`src/common/racd_defines.svh`:
```
`ifndef RACD_DEFINES_SVH
`define RACD_DEFINES_SVH
`define RACD_CMD_OFFSET   8'h00
`define RACD_CMD_RESET    8'h00
`define RACD_WEN_BIT      7
`define RACD_DIR_BIT      6
`define RACD_ADDR_MSB     5
`define RACD_ADDR_LSB     0
`define RACD_A_STATUS     6'h00
`define RACD_A_ADCMODE    6'h01
`define RACD_A_IFMODE     6'h02
`define RACD_A_CHECKSUM   6'h03
`define RACD_A_DATA       6'h04
`define RACD_A_GPIO       6'h06
`define RACD_A_ID         6'h07
`define RACD_GRP_CHAN     2'h1
`define RACD_GRP_SETUP    3'h4
`define RACD_GRP_FILT     3'h5
`define RACD_GRP_OFFS     3'h6
`define RACD_GRP_GAIN     3'h7
`endif

```
`src/common/racd_pkg.sv`:
```
package racd_pkg;
  typedef enum logic [3:0] {
    RACD_T_NONE, RACD_T_STATUS, RACD_T_ADCMODE, RACD_T_IFMODE, RACD_T_CHECKSUM,
    RACD_T_DATA, RACD_T_GPIO, RACD_T_ID, RACD_T_CHAN, RACD_T_SETUP, RACD_T_FILT,
    RACD_T_OFFS, RACD_T_GAIN
  } racd_target_e;

  typedef struct packed {
    racd_target_e target;
    logic [3:0]   index;
    logic         is_read;
    logic [5:0]   target_register_address;
  } racd_select_s;
endpackage

```
`src/hdl/racd_addr_decode.sv`:
```
`timescale 1ns/1ps
`include "racd_defines.svh"
module racd_addr_decode (
  // address in
  input  wire logic [5:0]   addr_i,
  // decoded target
  output racd_pkg::racd_target_e target_o,
  output logic [3:0]             index_o
);
  always_comb begin
    target_o = racd_pkg::RACD_T_NONE;
    index_o  = 4'h0;
    case (addr_i)
      `RACD_A_STATUS:   target_o = racd_pkg::RACD_T_STATUS;
      `RACD_A_ADCMODE:  target_o = racd_pkg::RACD_T_ADCMODE;
      `RACD_A_IFMODE:   target_o = racd_pkg::RACD_T_IFMODE;
      `RACD_A_CHECKSUM: target_o = racd_pkg::RACD_T_CHECKSUM;
      `RACD_A_DATA:     target_o = racd_pkg::RACD_T_DATA;
      `RACD_A_GPIO:     target_o = racd_pkg::RACD_T_GPIO;
      `RACD_A_ID:       target_o = racd_pkg::RACD_T_ID;
      default: begin
        if (addr_i[5:4] == `RACD_GRP_CHAN) begin
          target_o = racd_pkg::RACD_T_CHAN;
          index_o  = addr_i[3:0];
        end else if (addr_i[5:3] == `RACD_GRP_SETUP) begin
          target_o = racd_pkg::RACD_T_SETUP;
          index_o  = {1'b0, addr_i[2:0]};
        end else if (addr_i[5:3] == `RACD_GRP_FILT) begin
          target_o = racd_pkg::RACD_T_FILT;
          index_o  = {1'b0, addr_i[2:0]};
        end else if (addr_i[5:3] == `RACD_GRP_OFFS) begin
          target_o = racd_pkg::RACD_T_OFFS;
          index_o  = {1'b0, addr_i[2:0]};
        end else if (addr_i[5:3] == `RACD_GRP_GAIN) begin
          target_o = racd_pkg::RACD_T_GAIN;
          index_o  = {1'b0, addr_i[2:0]};
        end
        // 0x05 and 0x08-0x0f stay NONE: reserved
      end
    endcase
  end
endmodule

```
`src/hdl/racd_top.sv`:
```
`timescale 1ns/1ps
`include "racd_defines.svh"
module racd_top (
  // clock and reset
  input  wire logic                 core_clk_i,
  input  wire logic                 srst_i,
  // byte stream from serial front end
  input  wire logic                 byte_valid_i,
  input  wire logic [7:0]           byte_i,
  input  wire logic                 phase_done_i,
  // decoded selection for data phase
  output racd_pkg::racd_select_s    sel_o,
  output logic                      phase_active_o,
  output logic                      phase_write_en_o,
  output logic                      phase_read_en_o,
  output logic                      cmd_reject_o
);
  typedef enum logic [0:0] {RACD_S_IDLE, RACD_S_PHASE} racd_state_e;

  racd_state_e            state, next_state;
  racd_pkg::racd_select_s next_sel;
  logic                   next_active, next_wr, next_rd, next_rej;
  racd_pkg::racd_target_e dec_target;
  logic [3:0]             dec_index;
  logic                   cmd_ok;

  racd_addr_decode u_dec (
    .addr_i   (byte_i[`RACD_ADDR_MSB:`RACD_ADDR_LSB]),
    .target_o (dec_target),
    .index_o  (dec_index)
  );

  // in idle every byte is a command byte; gate bit must be zero
  assign cmd_ok = byte_valid_i && !byte_i[`RACD_WEN_BIT];

  always_comb begin
    next_state  = state;
    next_sel    = sel_o;
    next_active = phase_active_o;
    next_wr     = phase_write_en_o;
    next_rd     = phase_read_en_o;
    next_rej    = 1'b0;
    case (state)
      RACD_S_IDLE: begin
        if (cmd_ok) begin
          next_sel.target_register_address = byte_i[`RACD_ADDR_MSB:`RACD_ADDR_LSB];
          next_sel.is_read = byte_i[`RACD_DIR_BIT];
          next_sel.target  = dec_target;
          next_sel.index   = dec_index;
          next_state  = RACD_S_PHASE;
          next_active = 1'b1;
          // reserved codes run the phase with both enables low
          next_wr = (dec_target != racd_pkg::RACD_T_NONE) && !byte_i[`RACD_DIR_BIT];
          next_rd = (dec_target != racd_pkg::RACD_T_NONE) && byte_i[`RACD_DIR_BIT];
        end else if (byte_valid_i) begin
          next_rej = 1'b1;
        end
      end
      RACD_S_PHASE: begin
        if (phase_done_i) begin
          next_state  = RACD_S_IDLE;
          next_active = 1'b0;
          next_wr     = 1'b0;
          next_rd     = 1'b0;
          next_sel    = '0; // selection holds for this transaction only
        end
      end
      default: next_state = RACD_S_IDLE;
    endcase
  end

  always_ff @(posedge core_clk_i) begin
    if (srst_i) begin
      state            <= RACD_S_IDLE;
      sel_o            <= '0;
      phase_active_o   <= 1'b0;
      phase_write_en_o <= 1'b0;
      phase_read_en_o  <= 1'b0;
      cmd_reject_o     <= 1'b0;
    end else begin
      state            <= next_state;
      sel_o            <= next_sel;
      phase_active_o   <= next_active;
      phase_write_en_o <= next_wr;
      phase_read_en_o  <= next_rd;
      cmd_reject_o     <= next_rej;
    end
  end
endmodule
```
`config.mk`:
```
export PLATFORM = sky130hd
export DESIGN_NAME = racd_top
export DESIGN_NICKNAME = d
export VERILOG_FILES = /design/src/common/racd_pkg.sv /design/src/hdl/racd_addr_decode.sv /design/src/hdl/racd_top.sv
export VERILOG_INCLUDE_DIRS = /design/src /design/src/common
export SDC_FILE = /design/constraint.sdc
export NUM_CORES = 1
export LEC_CHECK = 0
export BUFFER_PORTS_ARGS = -buffer_cell sky130_fd_sc_hd__buf_2
export CAP_MARGIN = 40
export CORE_MARGIN = 2
export CORE_UTILIZATION = 35
export DETAILED_ROUTE_END_ITERATION = 8
export PLACE_DENSITY = 0.69
export REMOVE_ABC_BUFFERS = 1
export SYNTH_ARGS = -nofsm -noshare
export SYNTH_HDL_FRONTEND = slang
export SYNTH_SLANG_ARGS = --single-unit
```
`constraint.sdc`:
```
create_clock -name core_clk_i -period 3.5 [get_ports core_clk_i]
set_input_delay 0.35 -clock core_clk_i [delete_from_list [all_inputs] [get_ports core_clk_i]]
set_output_delay 0.35 -clock core_clk_i [all_outputs]
set_load 0.02 [all_outputs]
```
==> impl_metrics.py, run 1 <==
metrics = {
    "floorplanning": {
        "die_y_um": 52.91,
        "die_x_um": 52.91,
        "dieArea_um2": 2799,
        "core_area_um2": 2233,
        "start_util": 0.3748,
        "io_pins": 31,
        "row_count": 17,
    },
    "setup_path": {
        "critPathLaunchType": "register",
        "crit_arrival_ns": 1.81,
        "worstPathMaxFanout": 16,
        "worstSetupEndpointType": "register",
        "worst-setup-path-type": "reg2reg",
        "crit_start": "state$_SDFF_PP0_",
        "r2r-end": "phase_write_en_o$_SDFFE_PP0P_",
        "ff2ff_path_depth": 4,
        "r2r_slack_ns": 1.86,
        "worstReg2RegStart": "state$_SDFF_PP0_",
        "critPathRequiredTime_ns": 3.67,
    },
    "power_and_ir_drop": {
        "power_switching_mw": 0.1112,
        "p_clk_frac": 0.243,
        "ir_drop_uv": 275.3,
        "p_comb_frac": 0.172,
        "p_int_mw": 0.3039,
        "power.total_mw": 0.4150,
        "powerDensity_nw_per_um2": 411.6,
        "swShare": 0.2678,
        "p_leak_nw": 0.4388,
        "p_seq_frac": 0.585,
    },
    "clock_network": {
        "cts_resized": 0,
        "root_buffer": "clkbuf_4",
        "cts_hold_buf": 0,
        "cts_max_level": 1,
        "cts_tree": "done",
        "clkSlewWorstSetupHoldPaths_ns": 0.10,
        "cts_setup_buffers": 0,
        "clockBufferDepth": 2,
        "clk_latency_ns": 0.29,
        "cts_buffers": 3,
        "cts.sinks": 20,
    },
    "hold_path": {
        "min_path_cells": 3,
        "whs_endpoint": "phase_read_en_o$_SDFFE_PP0P_",
        "hp-class": "in2reg",
        "hp-start": "byte_i[6]",
    },
    "yosys": {
        "synthTopCellsByArea": "dfxtp_1 (48%), a22oi_1 (9.0%), nor2_1 (7.2%)",
        "ys_warn_count": 0,
        "synth_top_family_by_area": "simple AND/OR/NAND/NOR gates",
        "synthXorXnorAreaFrac": 0.01046,
        "synthMuxAreaShare": 0.01345,
        "ys_types": 27,
        "ys_ff_latch": 20,
        "yosys.area_share.simple": 0.2362,
        "synth_seq_area_share": 0.4783,
        "syn_area_um2": 837.1,
        "synth_fa_ha_area_frac": 0,
        "yosysTopAreaCell": "dfxtp_1",
        "post_synth.cell_area_avg_um2": 9.001,
        "synthCells": 93,
        "synth_compound_area_frac": 0.2182,
        "yosysTopAreaCellShare": 0.4783,
    },
    "global_routing": {
        "grtUsageTotal": 0.1409,
        "grt_max_degree": 22,
        "antenna_found_initial": 0,
        "grt_overflow": 0,
        "grt_pass1_wl_um": 2960,
        "grt_pass1_vias": 719,
    },
    "timing": {
        "fmax_mhz": 609.8,
        "grt_setup_unrepaired": "false",
        "fin_tns_setup_ns": 0,
        "finalCriticalPeriod_ns": 1.640,
        "timing.final.crit_share": 0.4685,
        "setup_ws_ns": 1.860,
        "tightest_slew_ns": 0.6652,
        "finalHoldViolCount": 0,
        "finClkSkew_ns": 0.001627,
        "setup-violations-final": 0,
        "max_slew_margin": 0.5565,
        "maxSlewViolCount": 0,
    },
    "outcome": {
        "status": "completed",
    },
    "drt": {
        "drc": 0,
        "wl_per_cell_um": 11.63,
        "dr.pass1.iters": 4,
        "num_vias": 745,
        "initialDrtViolationCount": 4,
        "routed_wirelength_um": 1709,
        "ant_nets": 0,
        "viasPerCell": 5.068,
    },
    "job": {
        "drv_cap": 0,
    },
    "layout": {
        "n_antenna_cell": 0,
        "area_delta_synth_final_pct": 20.48,
        "stdcell_area_um2": 1008,
        "fin_nets": 133,
        "drive_gt1_frac": 0.3361,
        "fillers": 231,
        "fin_util": 0.4515,
    },
    "placed_design": {
        "dp_hpwl_um": 1294,
        "placed_area_um2": 985.9,
        "port_buffers": 30,
        "place.gp.congestion": 0.8010,
        "pre_cts_ws_ns": 1.770,
    },
}
## synth_stat cells
cell type and instances:
o31ai_1 1, a22oi_1 10, nand3b_1 2, nor2_4 1
nand2_1 7, o21ai_1 1, buf_6 1, or2b_1 1
or3b_1 1, mux2_2 1, nand3_1 3, a32oi_1 1
a21oi_2 3, nand4b_1 1, clkbuf_1 4, and3b_1 1
nor3_1 1, nand2b_1 1, a21oi_1 7, nor3b_2 1
buf_2 2, xnor2_1 1, a21o_1 2, o21ai_0 2
nor2_1 16, and4bb_2 1, dfxtp_1 20
## worst max-delay path, stage by stage, from the launching register on
cell,delay (ns)
dfxtp_1,0.37
nor3b_2,0.58
a21oi_2,0.27
a22oi_1,0.25
nor2_1,0.06
## through the flow
stage	instances	hold slack, ns
2_1_floorplan	86	0.4124
3_3_place_gp	144	0.4494
3_5_place_dp	144	0.4530
4_1_cts	147	0.3403
5_1_grt	147	0.3653
6_report	147	0.3487
## cell type report
| type | count | area, um^2 | share of cell area |
|---|---|---|---|
| Timing Repair Buffer | 30 | 150.1 | 0.1489 |
| Clock buffer | 3 | 22.52 | 0.02233 |
| Tap cell | 28 | 35.03 | 0.03474 |
| Sequential cell | 20 | 400.4 | 0.3970 |
| Multi-Input combinational cell | 66 | 400.4 | 0.3970 |
## worst max path at each step
stage,endpoint,slack [ns],cells after the start
2_1_floorplan,phase_write_en_o$_SDFFE_PP0P_,2.13,4
3_3_place_gp,sel_o[7]$_SDFFE_PP0P_,1.82,5
3_5_place_dp,sel_o[9]$_SDFFE_PP0P_,1.77,5
4_1_cts,sel_o[9]$_SDFFE_PP0P_,1.85,4
5_1_grt,sel_o[8]$_SDFFE_PP0P_,1.66,4
6_report,phase_write_en_o$_SDFFE_PP0P_,1.86,4
## power groups by stage
stage / clock network (mW) / logic, mW / registers, mW
floorplan: 0 / 0.0294 / 0.260
global placement: 0 / 0.0701 / 0.248
detailed placement: 0 / 0.0716 / 0.248
CTS: 0.106 / 0.0719 / 0.243
global route: 0.115 / 0.0790 / 0.244
finish: 0.101 / 0.0715 / 0.243
## kinds of logic (layout without fill, tap and decap cells)
kind of cell | count (synthesis) | in the layout
AO/OA/AOI/OAI | 27 | 27
XOR/XNOR | 1 | 1
buffers and inverters | 7 | 33
flip-flops | 20 | 20
multiplexers | 1 | 1
AND/OR/NAND/NOR | 37 | 37
## layer usage
layer / GRT usage / routed length (um)
met5: 0 / 0
met4: 0.07692 / 10
met1: 0.1696 / 790
met3: 0.02542 / 94
met2: 0.2354 / 812
## flip-flops by register name (all words and copies together), names as in the netlist
name and count:
cmd_reject_o 1, phase_active_o 1, phase_read_en_o 1, phase_write_en_o 1, sel_o 15, state 1
## cell usage in the layout, fill, tap and decap left out, types with 2 or more instances in the layout
cell	instances
buf_2	30
dfxtp_1	20
nor2_1	16
a22oi_1	10
nand2_1	7
a21oi_1	7
a21oi_2	3
nand3_1	3
clkbuf_4	3
nand3b_1	2
o21ai_0	2
a21o_1	2
No activity file was read; power rests on OpenSTA's default activity.
==> run 2, diff against run 1 <==
==> constraint.sdc (replaced) <==
create_clock -name core_clk_i -period 1.71 [get_ports core_clk_i]
set_input_delay 0.171 -clock core_clk_i [delete_from_list [all_inputs] [get_ports core_clk_i]]
set_output_delay 0.171 -clock core_clk_i [all_outputs]
set_load 0.02 [all_outputs]
==> impl_metrics.py, run 2 (synthesis results as in run 1) <==
metrics = {
    "outcome": {
        "status": "completed",
    },
    "layout": {
        "fin_util": 0.4644,
        "fin_nets": 135,
        "n_antenna_cell": 0,
        "area_delta_synth_final_pct": 23.92,
        "regMostFlops": "sel_o",
        "layout_common_cells": "buf_2 (30), dfxtp_1 (20), nor2_1 (16)",
        "drive_gt1_frac": 0.3525,
        "largest_reg_flops": 15,
        "layout_commonest_cell": "buf_2",
    },
    "timing": {
        "timing.final.crit_share": 0.7789,
        "setup-violations-final": 0,
        "maxSlewViolCount": 0,
        "fin_tns_setup_ns": 0,
        "grt_setup_unrepaired": "false",
        "tightest_slew_ns": 0.3598,
        "finClkSkew_ns": 0.005747,
        "finalHoldViolCount": 0,
        "fmax_mhz": 750.8,
        "max_slew_margin": 0.7601,
        "finalCriticalPeriod_ns": 1.332,
    },
    "floorplanning": {
        "die_x_um": 52.91,
        "dieArea_um2": 2799,
        "start_util": 0.3748,
        "row_count": 17,
        "io_pins": 31,
        "core_area_um2": 2233,
        "die_y_um": 52.91,
    },
    "clock_network": {
        "cts_max_level": 1,
        "cts.sinks": 20,
        "cts_tree": "done",
        "cts_setup_buffers": 0,
        "clkSlewWorstSetupHoldPaths_ns": 0.11,
        "root_buffer": "clkbuf_4",
        "cts_buffers": 3,
        "cts_resized": 0,
        "cts_hold_buf": 0,
        "clockBufferDepth": 2,
        "clk_latency_ns": 0.29,
    },
    "job": {
        "drv_cap": 0,
    },
    "drt": {
        "ant_nets": 0,
        "drc": 0,
        "viasPerCell": 4.927,
        "initialDrtViolationCount": 19,
        "num_vias": 739,
        "routed_wirelength_um": 1708,
        "dr.pass1.iters": 4,
        "wl_per_cell_um": 11.39,
    },
    "placed_design": {
        "dp_hpwl_um": 1275,
        "port_buffers": 30,
        "place.gp.congestion": 0.7635,
    },
    "power_and_ir_drop": {
        "powerDensity_nw_per_um2": 878.9,
        "ir_drop_uv": 494.7,
        "p_leak_nw": 0.4556,
    },
    "global_routing": {
        "grtUsageTotal": 0.1350,
        "grt_max_degree": 22,
        "grt_pass1_wl_um": 2746,
        "grt_pass1_vias": 657,
        "grt_overflow": 0,
        "antenna_found_initial": 0,
    },
    "setup_path": {
        "crit_arrival_ns": 1.56,
        "r2r-end": "sel_o[9]$_SDFFE_PP0P_",
        "worstPathMaxFanout": 7,
        "r2r_slack_ns": 0.38,
        "worst-setup-path-type": "reg2reg",
        "critPathLaunchType": "register",
        "critPathRequiredTime_ns": 1.94,
        "worstSetupEndpointType": "register",
        "worstReg2RegStart": "state$_SDFF_PP0_",
        "ff2ff_path_depth": 4,
    },
    "hold_path": {
        "min_path_cells": 3,
        "hp-start": "byte_i[6]",
        "whs_endpoint": "phase_read_en_o$_SDFFE_PP0P_",
        "hp-class": "in2reg",
    },
}
[run 2: routing by layer]
layer	vias to the layer above	GRT usage	part of all wire
li1	387	-	-
met1	332	0.1646	0.45
met2	18	0.2167	0.49
met3	2	0.02260	0.055
met4	0	0.08974	0.011
met5	-	0	0
[run 2: final cells by class]
cell class / count / area (um^2)
multi-input combinational: 66 / 400.4
fill: 240 / 1196
clock buffer: 4 / 36.28
tap: 28 / 35.03
timing repair buffer: 32 / 165.2
sequential: 20 / 400.4
[run 2: critical path, stage by stage (launching register included)]
cell and delay [ns]:
dfxtp_1 0.37, or3b_1 0.54, nor2_4 0.19, a22oi_1 0.08
nor2_1 0.09
[run 2: worst max-delay path by stage]
| stage | startpoint | to | cells past startpoint |
|---|---|---|---|
| 5_1_grt | state$_SDFF_PP0_ | sel_o[9]$_SDFFE_PP0P_ | 4 |
| 3_3_place_gp | state$_SDFF_PP0_ | sel_o[9]$_SDFFE_PP0P_ | 4 |
| 3_5_place_dp | state$_SDFF_PP0_ | sel_o[9]$_SDFFE_PP0P_ | 4 |
| 6_report | state$_SDFF_PP0_ | sel_o[9]$_SDFFE_PP0P_ | 4 |
| 4_1_cts | state$_SDFF_PP0_ | sel_o[9]$_SDFFE_PP0P_ | 4 |
| 2_1_floorplan | state$_SDFF_PP0_ | phase_write_en_o$_SDFFE_PP0P_ | 4 |
[run 2: metrics by stage]
step                      area, um^2  hold WS (ns)  cells  power (mW)  setup slack (ns)
after detailed placement        1001        0.4513    146      0.6586            0.4111
after floorplan                800.8        0.2334     86      0.5913            0.3446
final                           1037        0.1645    150      0.9117            0.3780
after global placement          1001        0.4460    146      0.6561            0.4578
after global routing            1037        0.1659    150      0.9597            0.2545
after CTS                       1037        0.1462    150      0.9262            0.3725
[run 2: power by group]
group	internal, mW	switching, mW	total (mW)
registers	0.486	0.0102	0.496
logic	0.0580	0.0927	0.151
clock network	0.130	0.135	0.264
total	0.674	0.238	0.912
==> run 3, diff against run 2 <==
==> constraint.sdc (replaced) <==
create_clock -name core_clk_i -period 1.36 [get_ports core_clk_i]
set_input_delay 0.136 -clock core_clk_i [delete_from_list [all_inputs] [get_ports core_clk_i]]
set_output_delay 0.136 -clock core_clk_i [all_outputs]
set_load 0.02 [all_outputs]
==> impl_metrics.py, run 3 (synthesis results as in run 1) <==
metrics = {
    "global_routing": {
        "grt_pass1_vias": 687,
        "grt_overflow": 0,
        "antenna_found_initial": 0,
        "grtUsageTotal": 0.1344,
        "grt_pass1_wl_um": 2780,
        "grt_max_degree": 22,
    },
    "timing": {
        "grt_setup_unrepaired": "false",
        "finalCriticalPeriod_ns": 1.262,
        "fin_tns_setup_ns": 0,
        "setup-violations-final": 0,
        "fmax_mhz": 792.1,
        "timing.final.crit_share": 0.9283,
        "tightest_slew_ns": 0.4066,
        "setup_ws_ns": 0.09750,
        "finClkSkew_ns": 0.005003,
        "maxSlewViolCount": 0,
        "hold_ws_ns": 0.1371,
        "max_slew_margin": 0.7283,
        "finalHoldViolCount": 0,
    },
    "power_and_ir_drop": {
        "ir_drop_uv": 601.7,
        "powerDensity_nw_per_um2": 1049,
        "p_leak_nw": 0.4463,
    },
    "layout": {
        "regMostFlops": "sel_o",
        "stdcell_area_um2": 1026,
        "largest_reg_flops": 15,
        "drive_gt1_frac": 0.3500,
        "fin_nets": 134,
        "fin_util": 0.4594,
        "n_antenna_cell": 0,
        "area_delta_synth_final_pct": 22.57,
        "layout_commonest_cell": "buf_2",
        "layout_common_cells": "buf_2 (30), dfxtp_1 (20), nor2_1 (16)",
    },
    "clock_network": {
        "cts.sinks": 20,
        "cts_setup_buffers": 0,
        "cts_buffers": 3,
        "clockBufferDepth": 2,
        "cts_max_level": 1,
        "clkSlewWorstSetupHoldPaths_ns": 0.10,
        "cts_tree": "done",
        "root_buffer": "clkbuf_4",
        "clk_latency_ns": 0.29,
    },
    "placed_design": {
        "pre_cts_ws_ns": 0.009093,
        "place.gp.congestion": 0.7261,
        "placed_area_um2": 993.5,
        "dp_hpwl_um": 1271,
        "port_buffers": 30,
    },
    "floorplanning": {
        "dieArea_um2": 2799,
        "die_y_um": 52.91,
        "row_count": 17,
        "core_area_um2": 2233,
        "die_x_um": 52.91,
        "io_pins": 31,
        "start_util": 0.3748,
    },
    "drt": {
        "initialDrtViolationCount": 10,
        "viasPerCell": 4.926,
        "routed_wirelength_um": 1692,
        "wl_per_cell_um": 11.43,
        "num_vias": 729,
        "dr.pass1.iters": 4,
        "ant_nets": 0,
        "drc": 0,
    },
    "setup_path": {
        "crit_arrival_ns": 1.49,
        "worst-setup-path-type": "reg2reg",
        "critPathLaunchType": "register",
        "critPathRequiredTime_ns": 1.59,
        "worstSetupEndpointType": "register",
        "worstPathMaxFanout": 7,
    },
    "hold_path": {
        "hp-class": "in2reg",
    },
    "job": {
        "drv_cap": 0,
    },
    "outcome": {
        "status": "completed",
    },
}
[run 3: changes by cell type in the layout (fill, tap and decap cells not counted)]
cell / change
a21oi_2: -1
a21oi_4: +1
buf_4: -1
clkbuf_8: -1
or3b_1: -1
or3b_4: +1
[run 3: power breakdown]
| group | switching (mW) | internal (mW) |
|---|---|---|
| combinational | 0.117 | 0.0729 |
| clock | 0.159 | 0.103 |
| sequential | 0.0134 | 0.611 |
[run 3: layer usage]
layer	GRT usage	wire length (um)	vias up
met4	0.07692	14	0
met1	0.1608	805	330
met5	0	0	-
met3	0.01695	68	2
met2	0.2292	803	16
li1	-	-	381
[run 3: stage by stage]
| step | std cells | power, mW |
|---|---|---|
| 2_1_floorplan | 86 | 0.7435 |
| 3_3_place_gp | 145 | 0.8205 |
| 3_5_place_dp | 145 | 0.8240 |
| 4_1_cts | 148 | 1.094 |
| 5_1_grt | 148 | 1.128 |
| 6_report | 148 | 1.076 |
[run 3: critical path: stages (launching register included)]
cell and delay [ns]:
dfxtp_1 0.38, or3b_4 0.48, nor2_4 0.16, a22oi_1 0.08
nor2_1 0.10
[run 3: what timing repair did]
action / CTS / global route
pin swaps: 0 / 0
setup endpoints to repair: 5 / 6
hold buffers: 0 / 0
cloned: 0 / 0
resized for setup: 1 / 1
[run 3: path summary, 6_finish.rpt]
kind	slack, ns	from	to	cells past startpoint
max	0.1	state$_SDFF_PP0_	sel_o[8]$_SDFFE_PP0P_	4
min	0.14	byte_i[6]	phase_read_en_o$_SDFFE_PP0P_	3
max reg2reg	0.1	state$_SDFF_PP0_	sel_o[8]$_SDFFE_PP0P_	4
min reg2reg	0.47	sel_o[11]$_SDFFE_PP0P_	sel_o[11]$_SDFFE_PP0P_	2
[run 3: final cells by class]
| type | count | area (um^2) |
|---|---|---|
| clock buffer | 3 | 22.52 |
| timing repair buffer | 31 | 157.7 |
| multi-input combinational | 66 | 410.4 |
| sequential | 20 | 400.4 |
| tap | 28 | 35.03 |
| fill | 227 | 1207 |
